<file path="config.mk">
export PLATFORM = sky130hd
export DESIGN_NAME = rtoc_relay_threshold_output_control
export DESIGN_NICKNAME = d
export VERILOG_FILES = /design/src/verilog/rtoc_pkg.sv /design/src/verilog/rtoc_relay_threshold_output_control.sv
export SDC_FILE = /design/constraint.sdc
export NUM_CORES = 1
export LEC_CHECK = 0
export BUFFER_PORTS_ARGS = -buffer_cell sky130_fd_sc_hd__buf_4
export CAP_MARGIN = 0
export CORE_UTILIZATION = 62
export CTS_BUF_LIST = sky130_fd_sc_hd__clkbuf_4 sky130_fd_sc_hd__clkbuf_8
export DETAILED_ROUTE_END_ITERATION = 10
export PLACE_DENSITY = 0.79
export SETUP_SLACK_MARGIN = 0.2
export SYNTH_ARGS = -nofsm -noshare
export SYNTH_HDL_FRONTEND = slang
export SYNTH_SLANG_ARGS = --single-unit
</file>
<file path="constraint.sdc">
create_clock -name ref_clk -period 15.7 [get_ports ref_clk]
set_input_delay 0.785 -clock ref_clk [delete_from_list [all_inputs] [get_ports ref_clk]]
set_output_delay 0.785 -clock ref_clk [all_outputs]
set_load 0.05 [all_outputs]
</file>
<file path="src/verilog/rtoc_pkg.sv">
package rtoc_pkg;

  localparam int NUM_RELAYS   = 4;
  localparam int CNT_W        = 32;
  localparam int THR_W        = 21;
  localparam int PER_W        = 10;
  localparam int TMR_W        = 16;
  localparam int ADDR_W       = 8;
  localparam int DATA_W       = 32;

  // threshold and period limits, accepted range of each relay threshold and period
  localparam logic signed [THR_W-1:0] THR_MIN = -21'sh1869f;
  localparam logic signed [THR_W-1:0] THR_MAX = 21'shf423f;
  localparam logic [PER_W-1:0]        PER_MAX = 10'h3e7;

  // clock and time base
  localparam longint CLK_HZ        = 50000000;
  localparam longint TENTH_MS      = 100;
  localparam longint TENTH_CYCLES  = CLK_HZ * TENTH_MS / 1000;
  // a period in tenths of a minute is this many tenth-second ticks per step
  localparam logic [TMR_W-1:0] SEC_PER_MIN = 16'h003c;

  // register byte addresses
  localparam logic [ADDR_W-1:0] ADDR_CTRL    = 8'h00;
  localparam logic [ADDR_W-1:0] ADDR_BUSCMD  = 8'h04;
  localparam logic [ADDR_W-1:0] ADDR_STATUS  = 8'h08;
  localparam logic [ADDR_W-1:0] ADDR_MAIN    = 8'h0c;
  localparam logic [ADDR_W-1:0] ADDR_CYCLES  = 8'h10;
  localparam logic [ADDR_W-1:0] ADDR_RLY_BASE = 8'h20;
  localparam int                RLY_STRIDE_LG = 4;
  localparam logic [3:0]        RLY_OFS_THR  = 4'h0;
  localparam logic [3:0]        RLY_OFS_CFG  = 4'h4;

  // control register fields
  localparam int CTRL_MARK_BIT   = 0;
  localparam int CTRL_AZERO_BIT  = 1;
  localparam int CTRL_DIRREV_BIT = 2;
  localparam int CTRL_CLRM_BIT   = 3;
  localparam int CTRL_CLRC_BIT   = 4;

  // relay config register fields
  localparam int CFG_MODE_LSB = 0;
  localparam int CFG_UNIT_BIT = 4;
  localparam int CFG_SRC_BIT  = 8;
  localparam int CFG_PER_LSB  = 16;

  typedef enum logic [1:0] {
    RTOC_OUTPUT_INACTIVE,
    RTOC_CLOSING,
    RTOC_OPENING,
    RTOC_BUS
  } rtoc_mode_t;

  typedef struct packed {
    logic signed [THR_W-1:0] threshold;
    rtoc_mode_t              mode;
    logic                    unitMinutes;
    logic                    srcCycles;
    logic [PER_W-1:0]        period;
  } rtoc_relay_cfg_t;

  typedef struct packed {
    logic [ADDR_W-1:0] addr;
    logic [DATA_W-1:0] wdata;
    logic              wr;
    logic              rd;
  } rtoc_bus_req_t;

endpackage

</file>
<file path="src/verilog/rtoc_relay_threshold_output_control.sv">
// Decided for this implementation: the strobed register port and the address map.
`timescale 1ns/10ps
module rtoc_relay_threshold_output_control #(
  parameter longint TENTH_CYCLES = rtoc_pkg::TENTH_CYCLES
) (
  input  wire logic                            ref_clk,
  input  wire logic                            rst_n,
  input  wire logic                            quadA,
  input  wire logic                            quadB,
  input  wire logic [rtoc_pkg::ADDR_W-1:0]     regAddr,
  input  wire logic [rtoc_pkg::DATA_W-1:0]     regWdata,
  input  wire logic                            regWr,
  input  wire logic                            regRd,
  output logic      [rtoc_pkg::DATA_W-1:0]     regRdata,
  output logic      [rtoc_pkg::NUM_RELAYS-1:0] relayClosed,
  output logic      [rtoc_pkg::NUM_RELAYS-1:0] relayLed
);

  localparam int N = rtoc_pkg::NUM_RELAYS;
  localparam int DATA_W_C = rtoc_pkg::DATA_W;
  localparam int TICK_W = 32;
  localparam logic [TICK_W-1:0] TICK_LAST = TICK_W'(TENTH_CYCLES - 1);

  logic                      rstSync1;
  logic                      rstSyncN;
  logic [1:0]                aSync;
  logic [1:0]                bSync;
  logic                      aPrev_q;
  logic                      bPrev_q;
  logic [2:0]                syncPrimed_q;
  rtoc_pkg::rtoc_bus_req_t   req;
  logic                      markOp_q;
  logic                      autoZero_q;
  logic                      dirRev_q;
  logic [N-1:0]              busCmd_q;
  rtoc_pkg::rtoc_relay_cfg_t cfg_q [N];
  logic signed [rtoc_pkg::CNT_W-1:0] mainCnt_q;
  logic signed [rtoc_pkg::CNT_W-1:0] mainCnt_d;
  logic signed [rtoc_pkg::CNT_W-1:0] cycCnt_q;
  logic signed [rtoc_pkg::CNT_W-1:0] cycCnt_d;
  logic [TICK_W-1:0]         tick_q;
  logic [N-1:0]              closed_d;
  logic [DATA_W_C-1:0]       rdata_d;

  // reset release through two flops
  always_ff @(posedge ref_clk or negedge rst_n)
  begin
    if (!rst_n)
    begin
      rstSync1 <= 1'b0;
      rstSyncN <= 1'b0;
    end
    else
    begin
      rstSync1 <= 1'b1;
      rstSyncN <= rstSync1;
    end
  end

  // quadrature pins are asynchronous: two flops before use
  always_ff @(posedge ref_clk or negedge rstSyncN)
  begin
    if (!rstSyncN)
    begin
      aSync   <= 2'h0;
      bSync   <= 2'h0;
      aPrev_q <= 1'b0;
      bPrev_q <= 1'b0;
    end
    else
    begin
      aSync   <= {aSync[0], quadA};
      bSync   <= {bSync[0], quadB};
      aPrev_q <= aSync[1];
      bPrev_q <= bSync[1];
    end
  end

  // a pin resting high reads as a step until the synchroniser and the
  // previous-level flops hold real levels, so no count before that
  always_ff @(posedge ref_clk or negedge rstSyncN)
  begin
    if (!rstSyncN)
      syncPrimed_q <= '0;
    else
      syncPrimed_q <= {syncPrimed_q[1:0], 1'b1};
  end

  wire quadStep = syncPrimed_q[2] &&
                  ((aSync[1] ^ aPrev_q) ^ (bSync[1] ^ bPrev_q));
  wire phaseUp  = aPrev_q ^ bSync[1];
  // a direction change may make the count jump; software clears first
  wire countUp  = phaseUp ^ dirRev_q;

  // register decode
  assign req = '{addr: regAddr, wdata: regWdata, wr: regWr, rd: regRd};
  wire isRlyWin = req.addr >= rtoc_pkg::ADDR_RLY_BASE;
  wire [rtoc_pkg::ADDR_W-1:0] rlyOfs = req.addr - rtoc_pkg::ADDR_RLY_BASE;
  wire [1:0] rlyIdx = rlyOfs[rtoc_pkg::RLY_STRIDE_LG +: 2];
  wire [3:0] rlyReg = rlyOfs[3:0];
  wire rlyHit = isRlyWin &&
                (rlyOfs < (rtoc_pkg::ADDR_W)'(N << rtoc_pkg::RLY_STRIDE_LG));
  wire wrCtrl  = req.wr && (req.addr == rtoc_pkg::ADDR_CTRL);
  wire wrBus   = req.wr && (req.addr == rtoc_pkg::ADDR_BUSCMD);
  wire wrThr   = req.wr && rlyHit && (rlyReg == rtoc_pkg::RLY_OFS_THR);
  wire wrCfg   = req.wr && rlyHit && (rlyReg == rtoc_pkg::RLY_OFS_CFG);
  wire swClrM  = wrCtrl && req.wdata[rtoc_pkg::CTRL_CLRM_BIT];
  wire swClrC  = wrCtrl && req.wdata[rtoc_pkg::CTRL_CLRC_BIT];

  // out-of-range thresholds are pinned to the nearest limit
  wire signed [DATA_W_C-1:0] wrVal = req.wdata;
  wire signed [rtoc_pkg::THR_W-1:0] thrClamped =
    (wrVal < DATA_W_C'(rtoc_pkg::THR_MIN)) ? rtoc_pkg::THR_MIN :
    (wrVal > DATA_W_C'(rtoc_pkg::THR_MAX)) ? rtoc_pkg::THR_MAX :
    wrVal[rtoc_pkg::THR_W-1:0];
  wire [rtoc_pkg::PER_W-1:0] perWr = req.wdata[rtoc_pkg::CFG_PER_LSB +: rtoc_pkg::PER_W];
  wire [rtoc_pkg::PER_W-1:0] perClamped =
    (perWr > rtoc_pkg::PER_MAX) ? rtoc_pkg::PER_MAX : perWr;
  wire rtoc_pkg::rtoc_mode_t modeWr =
    rtoc_pkg::rtoc_mode_t'(req.wdata[rtoc_pkg::CFG_MODE_LSB +: 2]);

  always_ff @(posedge ref_clk or negedge rstSyncN)
  begin
    if (!rstSyncN)
    begin
      markOp_q   <= 1'b0;
      autoZero_q <= 1'b0;
      dirRev_q   <= 1'b0;
      busCmd_q   <= '0;
    end
    else
    begin
      if (wrCtrl)
      begin
        markOp_q   <= req.wdata[rtoc_pkg::CTRL_MARK_BIT];
        autoZero_q <= req.wdata[rtoc_pkg::CTRL_AZERO_BIT];
        dirRev_q   <= req.wdata[rtoc_pkg::CTRL_DIRREV_BIT];
      end
      if (wrBus)
        busCmd_q <= req.wdata[N-1:0];
    end
  end

  // one tick per tenth of a second drives every activation timer
  // the tick runs free, so the first tenth after a trigger may be short
  wire tenthTick = (tick_q == TICK_LAST);
  always_ff @(posedge ref_clk or negedge rstSyncN)
  begin
    if (!rstSyncN)
      tick_q <= '0;
    else
      tick_q <= tenthTick ? '0 : tick_q + 1'b1;
  end

  wire signed [rtoc_pkg::CNT_W-1:0] thr1 = rtoc_pkg::CNT_W'(cfg_q[0].threshold);
  wire signed [rtoc_pkg::CNT_W-1:0] thr2 = rtoc_pkg::CNT_W'(cfg_q[1].threshold);
  wire signed [rtoc_pkg::CNT_W-1:0] stepVal = countUp ? 32'sh1 : -32'sh1;

  // main counter clears at relay one threshold when marker mode or autozero is set
  wire mainAuto = (mainCnt_q == thr1) &&
                  (markOp_q || autoZero_q);
  // marker mode: cycles counter carries global length
  wire cycAuto  = markOp_q && autoZero_q && (cycCnt_q == thr2);

  always_comb
  begin
    mainCnt_d = mainCnt_q;
    if (swClrM || mainAuto)
      mainCnt_d = '0;
    else if (quadStep)
      mainCnt_d = mainCnt_q + stepVal;
  end

  // standard mode: cycles counter counts autoresets of the main counter
  always_comb
  begin
    cycCnt_d = cycCnt_q;
    if (swClrC || cycAuto)
      cycCnt_d = '0;
    else if (markOp_q && quadStep)
      cycCnt_d = cycCnt_q + stepVal;
    else if (!markOp_q && mainAuto)
      cycCnt_d = cycCnt_q + 32'sh1;
  end

  always_ff @(posedge ref_clk or negedge rstSyncN)
  begin
    if (!rstSyncN)
    begin
      mainCnt_q <= '0;
      cycCnt_q  <= '0;
    end
    else
    begin
      mainCnt_q <= mainCnt_d;
      cycCnt_q  <= cycCnt_d;
    end
  end

  genvar gi;
  generate
    for (gi = 0; gi < N; gi++)
    begin : gRelay
      logic             reachPrev_q;
      logic [rtoc_pkg::TMR_W-1:0] timer_q;
      logic signed [rtoc_pkg::CNT_W-1:0] cmpVal;
      wire  useCycles;

      if (gi == 0)
        assign useCycles = 1'b0;
      else if (gi == 1)
        assign useCycles = markOp_q;
      else
        assign useCycles = cfg_q[gi].srcCycles;

      assign cmpVal = useCycles ? cycCnt_q : mainCnt_q;
      wire reach = cmpVal >= rtoc_pkg::CNT_W'(cfg_q[gi].threshold);
      // retrigger only on a fresh crossing, not while the value stays above
      wire reachEvt = reach && !reachPrev_q;
      wire selThis = (rlyIdx == 2'(gi));
      wire perZero = (cfg_q[gi].period == '0);
      wire [rtoc_pkg::TMR_W-1:0] perTenths = rtoc_pkg::TMR_W'(cfg_q[gi].period);
      // period counts tenths of its unit: a tenth of a minute is sixty ticks
      wire [rtoc_pkg::TMR_W-1:0] loadVal = cfg_q[gi].unitMinutes ?
        rtoc_pkg::TMR_W'(perTenths * rtoc_pkg::SEC_PER_MIN) : perTenths;
      // timer ignores later counter clears or value changes
      wire active = perZero ? reach : (timer_q != '0);

      always_comb
      begin
        case (cfg_q[gi].mode)
          rtoc_pkg::RTOC_OUTPUT_INACTIVE: closed_d[gi] = 1'b0;
          rtoc_pkg::RTOC_CLOSING:         closed_d[gi] = active;
          rtoc_pkg::RTOC_OPENING:         closed_d[gi] = !active;
          rtoc_pkg::RTOC_BUS:             closed_d[gi] = busCmd_q[gi];
          default:                        closed_d[gi] = 1'b0;
        endcase
      end

      always_ff @(posedge ref_clk or negedge rstSyncN)
      begin
        if (!rstSyncN)
        begin
          cfg_q[gi]   <= '{threshold: '0, mode: rtoc_pkg::RTOC_OUTPUT_INACTIVE,
                           unitMinutes: 1'b0, srcCycles: 1'b0, period: '0};
          reachPrev_q <= 1'b0;
          timer_q     <= '0;
        end
        else
        begin
          if (wrThr && selThis)
            cfg_q[gi].threshold <= thrClamped;
          if (wrCfg && selThis)
          begin
            cfg_q[gi].mode        <= modeWr;
            cfg_q[gi].unitMinutes <= req.wdata[rtoc_pkg::CFG_UNIT_BIT];
            cfg_q[gi].srcCycles   <= req.wdata[rtoc_pkg::CFG_SRC_BIT];
            cfg_q[gi].period      <= perClamped;
          end
          reachPrev_q <= reach;
          if (reachEvt && !perZero)
            timer_q <= loadVal;
          else if (tenthTick && (timer_q != '0))
            timer_q <= timer_q - 1'b1;
        end
      end
    end
  endgenerate

  // read mux, data valid the cycle after the strobe
  wire [1:0] selIdx = rlyIdx;
  wire [DATA_W_C-1:0] thrRd = DATA_W_C'(cfg_q[selIdx].threshold);
  wire [DATA_W_C-1:0] cfgRd =
    (DATA_W_C'(cfg_q[selIdx].mode) << rtoc_pkg::CFG_MODE_LSB) |
    (DATA_W_C'(cfg_q[selIdx].unitMinutes) << rtoc_pkg::CFG_UNIT_BIT) |
    (DATA_W_C'(cfg_q[selIdx].srcCycles) << rtoc_pkg::CFG_SRC_BIT) |
    (DATA_W_C'(cfg_q[selIdx].period) << rtoc_pkg::CFG_PER_LSB);
  wire [DATA_W_C-1:0] ctrlRd =
    (DATA_W_C'(markOp_q) << rtoc_pkg::CTRL_MARK_BIT) |
    (DATA_W_C'(autoZero_q) << rtoc_pkg::CTRL_AZERO_BIT) |
    (DATA_W_C'(dirRev_q) << rtoc_pkg::CTRL_DIRREV_BIT);

  always_comb
  begin
    rdata_d = '0;
    if (req.rd)
    begin
      if (req.addr == rtoc_pkg::ADDR_CTRL)
        rdata_d = ctrlRd;
      else if (req.addr == rtoc_pkg::ADDR_BUSCMD)
        rdata_d = DATA_W_C'(busCmd_q);
      else if (req.addr == rtoc_pkg::ADDR_STATUS)
        rdata_d = DATA_W_C'(relayClosed);
      else if (req.addr == rtoc_pkg::ADDR_MAIN)
        rdata_d = mainCnt_q;
      else if (req.addr == rtoc_pkg::ADDR_CYCLES)
        rdata_d = cycCnt_q;
      else if (rlyHit && (rlyReg == rtoc_pkg::RLY_OFS_THR))
        rdata_d = thrRd;
      else if (rlyHit && (rlyReg == rtoc_pkg::RLY_OFS_CFG))
        rdata_d = cfgRd;
    end
  end

  always_ff @(posedge ref_clk or negedge rstSyncN)
  begin
    if (!rstSyncN)
    begin
      regRdata    <= '0;
      relayClosed <= '0;
      relayLed    <= '0;
    end
    else
    begin
      regRdata    <= rdata_d;
      relayClosed <= closed_d;
      relayLed    <= closed_d;
    end
  end

endmodule

</file>
; ---- Word level (Yosys, flattened, before mapping)
; Index checks and enable logic that the tools add are counted.
[totals]
ff_bits = 358
in_bits = 46
out_inout_bits = 40
word_cells = 218
[op_classes]
n_addsub = 9
mul = 4
magnitude_cmp = 10
n_eq_ne = 23
n_mux = 44
n_bitwise = 11
reduce_logical = 73
[op_table]
columns = operator, n
row1 = 32-bit 2-to-1 mux, 17
row2 = 16-bit 2-to-1 mux, 12
row3 = 32-bit by 21-bit >= comparator with 1-bit output, 4
row4 = 35-bit binary-select mux with 2-bit select, 1
row5 = 35-bit 2-to-1 mux, 2
row6 = 32-bit adder, 2
row7 = 32-bit by 21-bit == test with 1-bit output, 2
row8 = 16-bit nonzero test, 4
row9 = 16-bit by 1-bit subtractor with 16-bit output (second input constant), 4
row10 = 10-bit by 4-bit multiplier with 14-bit output (second input constant), 4
row11 = 21-bit 2-to-1 mux, 2
row12 = 10-bit logical NOT, 4
row13 = 1-bit logical AND, 36
row14 = 32-bit by 1-bit adder with 32-bit output (second input constant), 1
row15 = 32-bit by 2-bit adder with 32-bit output (second input constant), 1
row16 = 32-bit by 23-bit == test with 1-bit output (second input constant), 1
row17 = 32-bit by 21-bit > comparator with 1-bit output (second input constant), 1
row18 = 32-bit by 18-bit < comparator with 1-bit output (second input constant), 1
row19 = 26-bit 2-to-1 mux, 1
row20 = 9-bit by 26-bit OR with 26-bit output, 1
row21 = 2-bit == test (second input constant), 10
row22 = 8-bit by 4-bit == test with 1-bit output (second input constant), 2
row23 = 1-bit case mux with 4 select lines, 4
row24 = 1-bit logical NOT, 13
row25 = other kinds (23), 44

; ---- Logic depth before layout (Yosys ltp)
; Gate-level depths: netlist of run 1.
[logic_depth]
depth_word = 16
depth_mapped = 17
mapped_depth_nobuf = 15

; ---- Worst setup path before layout of run 1
; Ideal clock, no wire load.
[synth_timing]
path_type = reg2reg
start = register aPrev_q
end = register cycCnt_q[26] in the netlist's numbering
setup_time_ps = 120
arrival_ps = 5332
required_ps = 15580
slack_ps = 10248
stages_incl_launch_ff = 15
path_buffers = 0
synth_period_minus_slack_ps = 5452
cell_sequence = dfrtp_1 > xnor2_1 > xor2_1 > nand3_1 > inv_1 > ha_1 > a21o_1 > a21o_1 > a2111o_1 > a21o_1 > a31o_2 > a22oi_1 > nand2_1 > or2_2 > a31o_2
[synth_between]
elab_chain_len = 6
elab_cells_between_ends = 11
cone_classes = add/sub: 1 / mux: 3 / bitwise: 4 / reduce/logical: 3
[synth_rtl]
columns = item, line
row1 = from (decl), rtoc_relay_threshold_output_control.sv:28  ; logic aPrev_q;
row2 = from (signal assigned), rtoc_relay_threshold_output_control.sv:74  ; aPrev_q <= aSync[1];
row3 = 1-bit XOR (on tied branches), "rtoc_relay_threshold_output_control.sv:91, rtoc_relay_threshold_output_control.sv:90"
row4 = 1-bit XOR (on tied branches), "rtoc_relay_threshold_output_control.sv:93, rtoc_relay_threshold_output_control.sv:90"
row5 = 32-bit 2-to-1 mux or 1-bit logical AND (tied branches), "rtoc_relay_threshold_output_control.sv:157, rtoc_relay_threshold_output_control.sv:89"
row6 = 32-bit adder or 1-bit logical AND (tied branches), "rtoc_relay_threshold_output_control.sv:181, rtoc_relay_threshold_output_control.sv:180"
row7 = 32-bit 2-to-1 mux, rtoc_relay_threshold_output_control.sv:180  ; else if (markOp_q && quadStep)
row8 = 32-bit 2-to-1 mux, rtoc_relay_threshold_output_control.sv:178  ; if (swClrC || cycAuto)
row9 = to (signal assigned), rtoc_relay_threshold_output_control.sv:196  ; cycCnt_q <= cycCnt_d;
row10 = to (decl), rtoc_relay_threshold_output_control.sv:39  ; logic signed [rtoc_pkg::CNT_W-1:0] cycCnt_q;
; Parallel ways exist; a longest one is shown, timed or not.
; A chain may end at the register's enable or synchronous reset.

; ---- Worst setup path in the final report of run 1
[layout_timing]
start = register bSync[1]
end = register cycCnt_q[31] in the netlist's numbering
[layout_between]
elab_chain_len = 6
elab_cells_between_ends = 11
cone_classes = add/sub: 1 / mux: 3 / bitwise: 4 / reduce/logical: 3
[layout_rtl]
columns = item, line
row1 = from (decl), rtoc_relay_threshold_output_control.sv:27  ; logic [1:0] bSync;
row2 = from (signal assigned), rtoc_relay_threshold_output_control.sv:73  ; bSync <= {bSync[0], quadB};
row3 = 1-bit XOR (on tied branches), "rtoc_relay_threshold_output_control.sv:91, rtoc_relay_threshold_output_control.sv:90"
row4 = 1-bit XOR (on tied branches), "rtoc_relay_threshold_output_control.sv:93, rtoc_relay_threshold_output_control.sv:90"
row5 = 32-bit 2-to-1 mux or 1-bit logical AND (tied branches), "rtoc_relay_threshold_output_control.sv:157, rtoc_relay_threshold_output_control.sv:89"
row6 = 32-bit adder or 1-bit logical AND (tied branches), "rtoc_relay_threshold_output_control.sv:181, rtoc_relay_threshold_output_control.sv:180"
row7 = 32-bit 2-to-1 mux, rtoc_relay_threshold_output_control.sv:180
row8 = 32-bit 2-to-1 mux, rtoc_relay_threshold_output_control.sv:178
; Parallel ways exist; a longest one is shown, timed or not.

==> reports/qor.yml, run 1 <==
yosys:
  ys_seq_area_share_pct: 31.7
  netlist_instances: 3043
  synth.avg_cell_area_um2: 9.28
  async_reset_ff_share_pct: 100
  synth-main-ff-cell: "dfrtp_1"
  synth_cell_types: 80
  synth-seq-cells: 358
  synth_edf_count: 0
  syn_area_um2: 28200
  ys_warn_count: 0
sta:
  tightest_slew_ps: 1240
  tns_ps: 0
  drv_slew: 0
  finalSetupViolCount: 0
  skew_ps: 42.9
  grt_setup_unrepaired: "false"
  fmax_mhz: 218
  hold_slack_ps: 261
  min_period_ps: 4590
  fin_ws_ps: 11110
  final-hold-violation-count: 0
  finalCritPeriodShare_pct: 29.2
  slew_headroom_pct: 17.6
clocking:
  clk_latency_ps: 660
  post_cts_buffers: 0
  cts.htree.levels: 3
  cts_tree: "done"
  root_buffer: "clkbuf_8"
  clk_pin_slew_ps: 60
  hold_buffers: 1
  cts-resized-gates: 0
  cts.sinks: 358
  clk_path_buf_depth: 3
  cts-buffers-inserted: 68
layout:
  stdcell_count: 3751
  fin_util_pct: 69.3
  finalNetCount: 3509
  fin_area_um2: 30900
  drive_gt1_share_pct: 13.2
  area_delta_synth_final_pct: 9.46
  fillers: 3411
global_route:
  grt_use_total_pct: 35.5
  grt_pass1_wl_mm: 130
  grt_pass1_vias: 23700
  grt_max_degree: 180
  grt.overflow.total: 0
  antenna_found_initial: 3
worst_setup_path:
  cp_max_fo: 24
  critical_path_class: "register to register"
  cp_num_buf_inv: 3
  crit_slowest_cell: "dfrtp_1"
  worstPathCellList: "xnor2_1 > xnor2_1 > and2_1 > buf_4 > nand3_1 > inv_1 > buf_4 > ha_1 > and4_1 > and4_1 > nand2_1 > o211a_1 > a2111o_1 > a21oi_1 > o211a_1 > nor4_1 > nand2b_1"
  cp-start-kind: "register"
  r2r_slack_ps: 11110
  r2r-start: "bSync[1]"
  r2r-end: "cycCnt_q[31]"
  reg2regPathDepth: 17
  crit_required_ps: 16220
  crit_family: "simple AND/OR/NAND/NOR gates"
  slowest_delay_ps: 380
  cp_data_arrival_time_ps: 5110
  critPathCaptureType: "register"
worst_hold_path:
  holdPathStages: 1
  hold_class: "input port to register"
  hold_path_end: "aSync[0]"
  worstHoldStart: "quadA"
placed_design:
  placed_area_um2: 29400
  finalWeightedCongestion: 0.980
  pre_cts_slack_ps: 11190
  dp.cells: 3631
  port_buffers: 85
  dp_hpwl_mm: 59.9
pwr:
  netSwitchingFraction_pct: 39.6
  p_sw_mw: 1.59
  p_clk_share_pct: 25.2
  pwr-share-seq_pct: 32.6
  power_density_nw_per_um2: 130
  combinationalPowerShare_pct: 42.2
  p_int_mw: 2.42
  vdd_drop_max_mv: 0.129
  total_power_mw: 4.01
  p_leak_nw: 14.6
drt:
  drt_wl_total_mm: 80.5
  drc: 0
  vias: 23800
  antenna_left: 0
  dr.pass1.iters: 6
  viasPerCell: 6.34
  avgRoutedWirePerCell_um: 21.4
  drt_iter0_drc: 2490
die:
  dieArea_um2: 46400
  die_w_um: 215
  core_um2: 44600
  die_h_um: 215
  row_count: 77
  pin_count: 86
  initial_core_util_pct: 63.3
status:
  status: "completed"
job:
  drv_cap: 0
==> worst reg2reg max path, stage by stage, from the launching register on <==
cell,delay (ps)
dfrtp_1,380
xnor2_1,310
xnor2_1,200
and2_1,180
buf_4,280
nand3_1,200
inv_1,310
buf_4,370
ha_1,320
and4_1,290
and4_1,300
nand2_1,70
o211a_1,250
a2111o_1,380
a21oi_1,210
o211a_1,210
nor4_1,50
nand2b_1,150
==> sequential cells by signal, indices dropped and copies added, names as in the netlist <==
name and cells:
gRelay.useCycles 3, gRelay.reachPrev_q 4, aPrev_q 1, gRelay.timer_q 64
cfg_q 138, cycCnt_q 32, tick_q 32, regRdata 32
aSync 2, dirRev_q 1, bSync 2, syncPrimed_q 3
rstSync1 1, autoZero_q 1, rstSyncN 1, busCmd_q 4
gRelay.cmpVal 32, relayLed 4, bPrev_q 1
==> Yosys cell counts, drive strengths merged (28+ instances only) <==
master | count | share of area [%]
dfrtp | 358 | 32
nand2 | 336 | 4.5
ha | 283 | 13
inv | 245 | 3.3
o21ai | 217 | 3.9
a21oi | 188 | 3.3
nor2 | 165 | 2.2
mux2 | 124 | 4.9
xnor2 | 115 | 3.6
a21o | 101 | 2.7
clkbuf | 90 | 1.2
xor2 | 86 | 2.7
fa | 70 | 5.0
mux2i | 67 | 2.4
nand3 | 61 | 1.1
nand4 | 53 | 1.2
nor3 | 46 | 0.83
mux4 | 35 | 2.8
nand2b | 30 | 0.66
nor4 | 30 | 0.71
and3 | 28 | 0.62
==> area by class of cell <==
type	instances	area [um2]	share of cell area [%]
Clock buffer	104	1340	4.35
Clock inverter	13	158	0.510
Multi-Input combinational cell	2326	17900	58.0
Sequential cell	358	8960	29.0
Tap cell	592	741	2.40
Inverter	245	920	2.97
Antenna cell	2	5.00	0.0162
Timing Repair Buffer	111	848	2.74
==> cells in the final DEF (no fill, tap or decap), types with 101 or more instances in the layout <==
master   netlist  layout
mux2_2       124     124
inv_1        245     245
a21oi_1      188     187
nor2_1       165     164
dfrtp_1      358     357
ha_1         283     283
o21ai_0      214     213
xnor2_1      115     115
buf_4          5     109
nand2_1      336     336
a21o_1       101     101
==> power by group through the flow <==
| stage | clock network (mW) | registers, mW | logic, mW |
|---|---|---|---|
| after floorplan | 0 | 1.21 | 1.30 |
| after global placement | 0 | 1.30 | 1.58 |
| after detailed placement | 0 | 1.31 | 1.65 |
| after CTS | 1.02 | 1.29 | 1.67 |
| after global routing | 1.07 | 1.32 | 1.89 |
| final | 1.01 | 1.31 | 1.69 |
==> routing by layer <==
layer,up-vias,track usage [%],routed length [um],part of all wire [%]
met4,0,14.9,3570,4.4
met5,-,0,0,0
met3,233,6.84,6880,8.6
li1,10900,-,-,-
met1,11600,49.4,34300,43
met2,1052,54.3,35700,44
==> worst max path at each step <==
stage,startpoint,endpoint,slack (ps),depth (start not counted)
finish,bSync[1],cycCnt_q[31],11110,17
detailed placement,bSync[1],cycCnt_q[31],11190,17
floorplan,rstSyncN,aPrev_q,4980,0
global route,aPrev_q,cycCnt_q[31],10740,17
CTS,bSync[1],cycCnt_q[31],11160,17
global placement,bSync[1],cycCnt_q[31],11260,17
==> cells by family after synthesis <==
kind of cell | Yosys count | share of synthesized area (%)
AOI/OAI and AO/OA | 693 | 15.2
xor gates and xnor gates | 201 | 6.23
adders and majority gates | 353 | 17.5
buffers and inverters | 360 | 4.89
DFF | 358 | 31.7
muxes | 226 | 10.1
other | 1 | 0.0133
and+or+nand+nor | 851 | 14.4
Note: power is estimated with default switching activity, not from simulation.
==> run 2: changes to the inputs <==
==> constraint.sdc (replaced) <==
create_clock -name ref_clk -period 4.51 [get_ports ref_clk]
set_input_delay 0.2255 -clock ref_clk [delete_from_list [all_inputs] [get_ports ref_clk]]
set_output_delay 0.2255 -clock ref_clk [all_outputs]
set_load 0.05 [all_outputs]
==> reports/qor.yml, run 2 (synthesized netlist as in run 1, its figures left out) <==
sta:
  slew_headroom_pct: 25.3
  fmax_mhz: 244
  hold_slack_ps: 135
  skew_ps: 27.8
  min_period_ps: 4110
  tightest_slew_ps: 1120
  finalCritPeriodShare_pct: 91.0
  final-hold-violation-count: 0
  grt_setup_unrepaired: "false"
  drv_slew: 0
  finalSetupViolCount: 0
  tns_ps: 0
  fin_ws_ps: 405
worst_hold_path:
  worstHoldStart: "regAddr[2]"
  hold_class: "input port to register"
  holdPathStages: 5
  hold_path_end: "regRdata[3]"
die:
  die_w_um: 215
  row_count: 77
  core_um2: 44600
  initial_core_util_pct: 63.3
  die_h_um: 215
  dieArea_um2: 46400
  pin_count: 86
layout:
  finalNetCount: 3570
  area_delta_synth_final_pct: 11.8
  final_common_cell: "dfrtp_1"
  final_cell_mix: "357 x dfrtp_1, 336 x nand2_1, 278 x ha_1"
  largest_register: "cfg_q"
  top_regs: "cfg_q: 138 flops, gRelay.timer_q: 64 flops"
  largest_register_ffs: 138
  drive_gt1_share_pct: 14.3
worst_setup_path:
  cp-start-kind: "register"
  r2r-end: "cycCnt_q[26]"
  cp_max_fo: 28
  r2r-start: "bSync[1]"
  critical_path_class: "register to register"
  critPathCaptureType: "register"
  cp_data_arrival_time_ps: 4650
  r2r_slack_ps: 400
  reg2regPathDepth: 15
  crit_required_ps: 5060
clocking:
  cts.sinks: 358
  cts_tree: "done"
  clk_latency_ps: 670
  root_buffer: "clkbuf_8"
  cts-buffers-inserted: 66
  clk_path_buf_depth: 3
  cts.htree.levels: 3
  clk_pin_slew_ps: 60
pwr:
  p_clk_share_pct: 24.8
  vdd_drop_max_mv: 0.424
  netSwitchingFraction_pct: 40.0
  p_int_mw: 8.49
  combinationalPowerShare_pct: 43.5
  p_leak_nw: 14.8
  total_power_mw: 14.1
  pwr-share-seq_pct: 31.7
  power_density_nw_per_um2: 448
  p_sw_mw: 5.65
drt:
  antenna_left: 0
  dr.pass1.iters: 6
  viasPerCell: 6.35
  drc: 0
  vias: 24200
  drt_wl_total_mm: 84.0
  drt_iter0_drc: 2738
  avgRoutedWirePerCell_um: 22.0
global_route:
  antenna_found_initial: 3
  grt_max_degree: 100
  grt_use_total_pct: 36.8
  grt.overflow.total: 0
  grt_pass1_wl_mm: 133
  grt_pass1_vias: 24300
job:
  drv_cap: 0
placed_design:
  pre_cts_slack_ps: 225
  finalWeightedCongestion: 0.985
  dp_hpwl_mm: 62.5
  port_buffers: 85
status:
  status: "completed"
## run 2: timing repair
item	in CTS	in global routing
setup buffers	0	1
endpoints found under the hold margin	118	0
pin swaps	0	0
resized for setup	1	10
endpoints found under the setup margin	1	9
hold buffers	33	0
## run 2: stage by stage
step           cell area, um2  std cells  utilization [%]
2_1_floorplan           28300       3044                -
3_3_place_gp            29700       3661             66.6
3_5_place_dp            29700       3661             66.6
4_1_cts                 31500       3812             70.6
5_1_grt                 31600       3816             70.8
6_report                31600       3816             70.8
## run 2: worst max-delay path, stage by stage, from the launching register on
cell and delay [ps]:
dfrtp_1 440, xnor2_4 280, xnor2_1 190, and2_1 200
nand3_2 170, clkinvlp_4 210, buf_8 240, ha_1 300
a21o_1 210, a2111o_1 440, a21o_1 240, a31o_2 260
a22oi_2 190, nand2_1 100, or2_2 280, a31o_2 240
## run 2: power groups by stage
stage / Combinational (mW) / Clock, mW / Sequential, mW
global placement: 5.68 / 0 / 4.46
detailed placement: 5.96 / 0 / 4.49
global route: 6.81 / 3.69 / 4.51
finish: 6.15 / 3.51 / 4.48
CTS: 6.04 / 3.55 / 4.44
floorplan: 4.53 / 0 / 4.22
## run 2: worst max-delay path by stage
stage / start / to / slack (ps) / cells past startpoint
after floorplan: bSync[1] / cycCnt_q[26] / 240 / 16
after global placement: bSync[1] / cycCnt_q[26] / 320 / 15
after detailed placement: bSync[1] / cycCnt_q[26] / 230 / 15
after CTS: bSync[1] / cycCnt_q[26] / 290 / 15
after global routing: bSync[1] / cycCnt_q[31] / 200 / 16
final: bSync[1] / cycCnt_q[26] / 400 / 15
## run 2: routing by layer
metal	GRT usage, %	vias to the layer above	part of all wire, %	wire [um]
li1	-	11000	-	-
met1	50.5	11900	41	34700
met2	56.1	1092	45	37600
met3	7.23	241	9.0	7590
met4	17.6	0	4.9	4160
met5	0	-	0	0
## run 2: final cells by class
| type | count | area (um2) |
|---|---|---|
| Tap cell | 592 | 741 |
| Multi-Input combinational cell | 2326 | 18000 |
| Clock inverter | 14 | 181 |
| Clock buffer | 104 | 1310 |
| Antenna cell | 3 | 7.51 |
| Timing Repair Buffer | 174 | 1440 |
| Inverter | 245 | 923 |
| Sequential cell | 358 | 8960 |
| Fill cell | 3311 | 13000 |
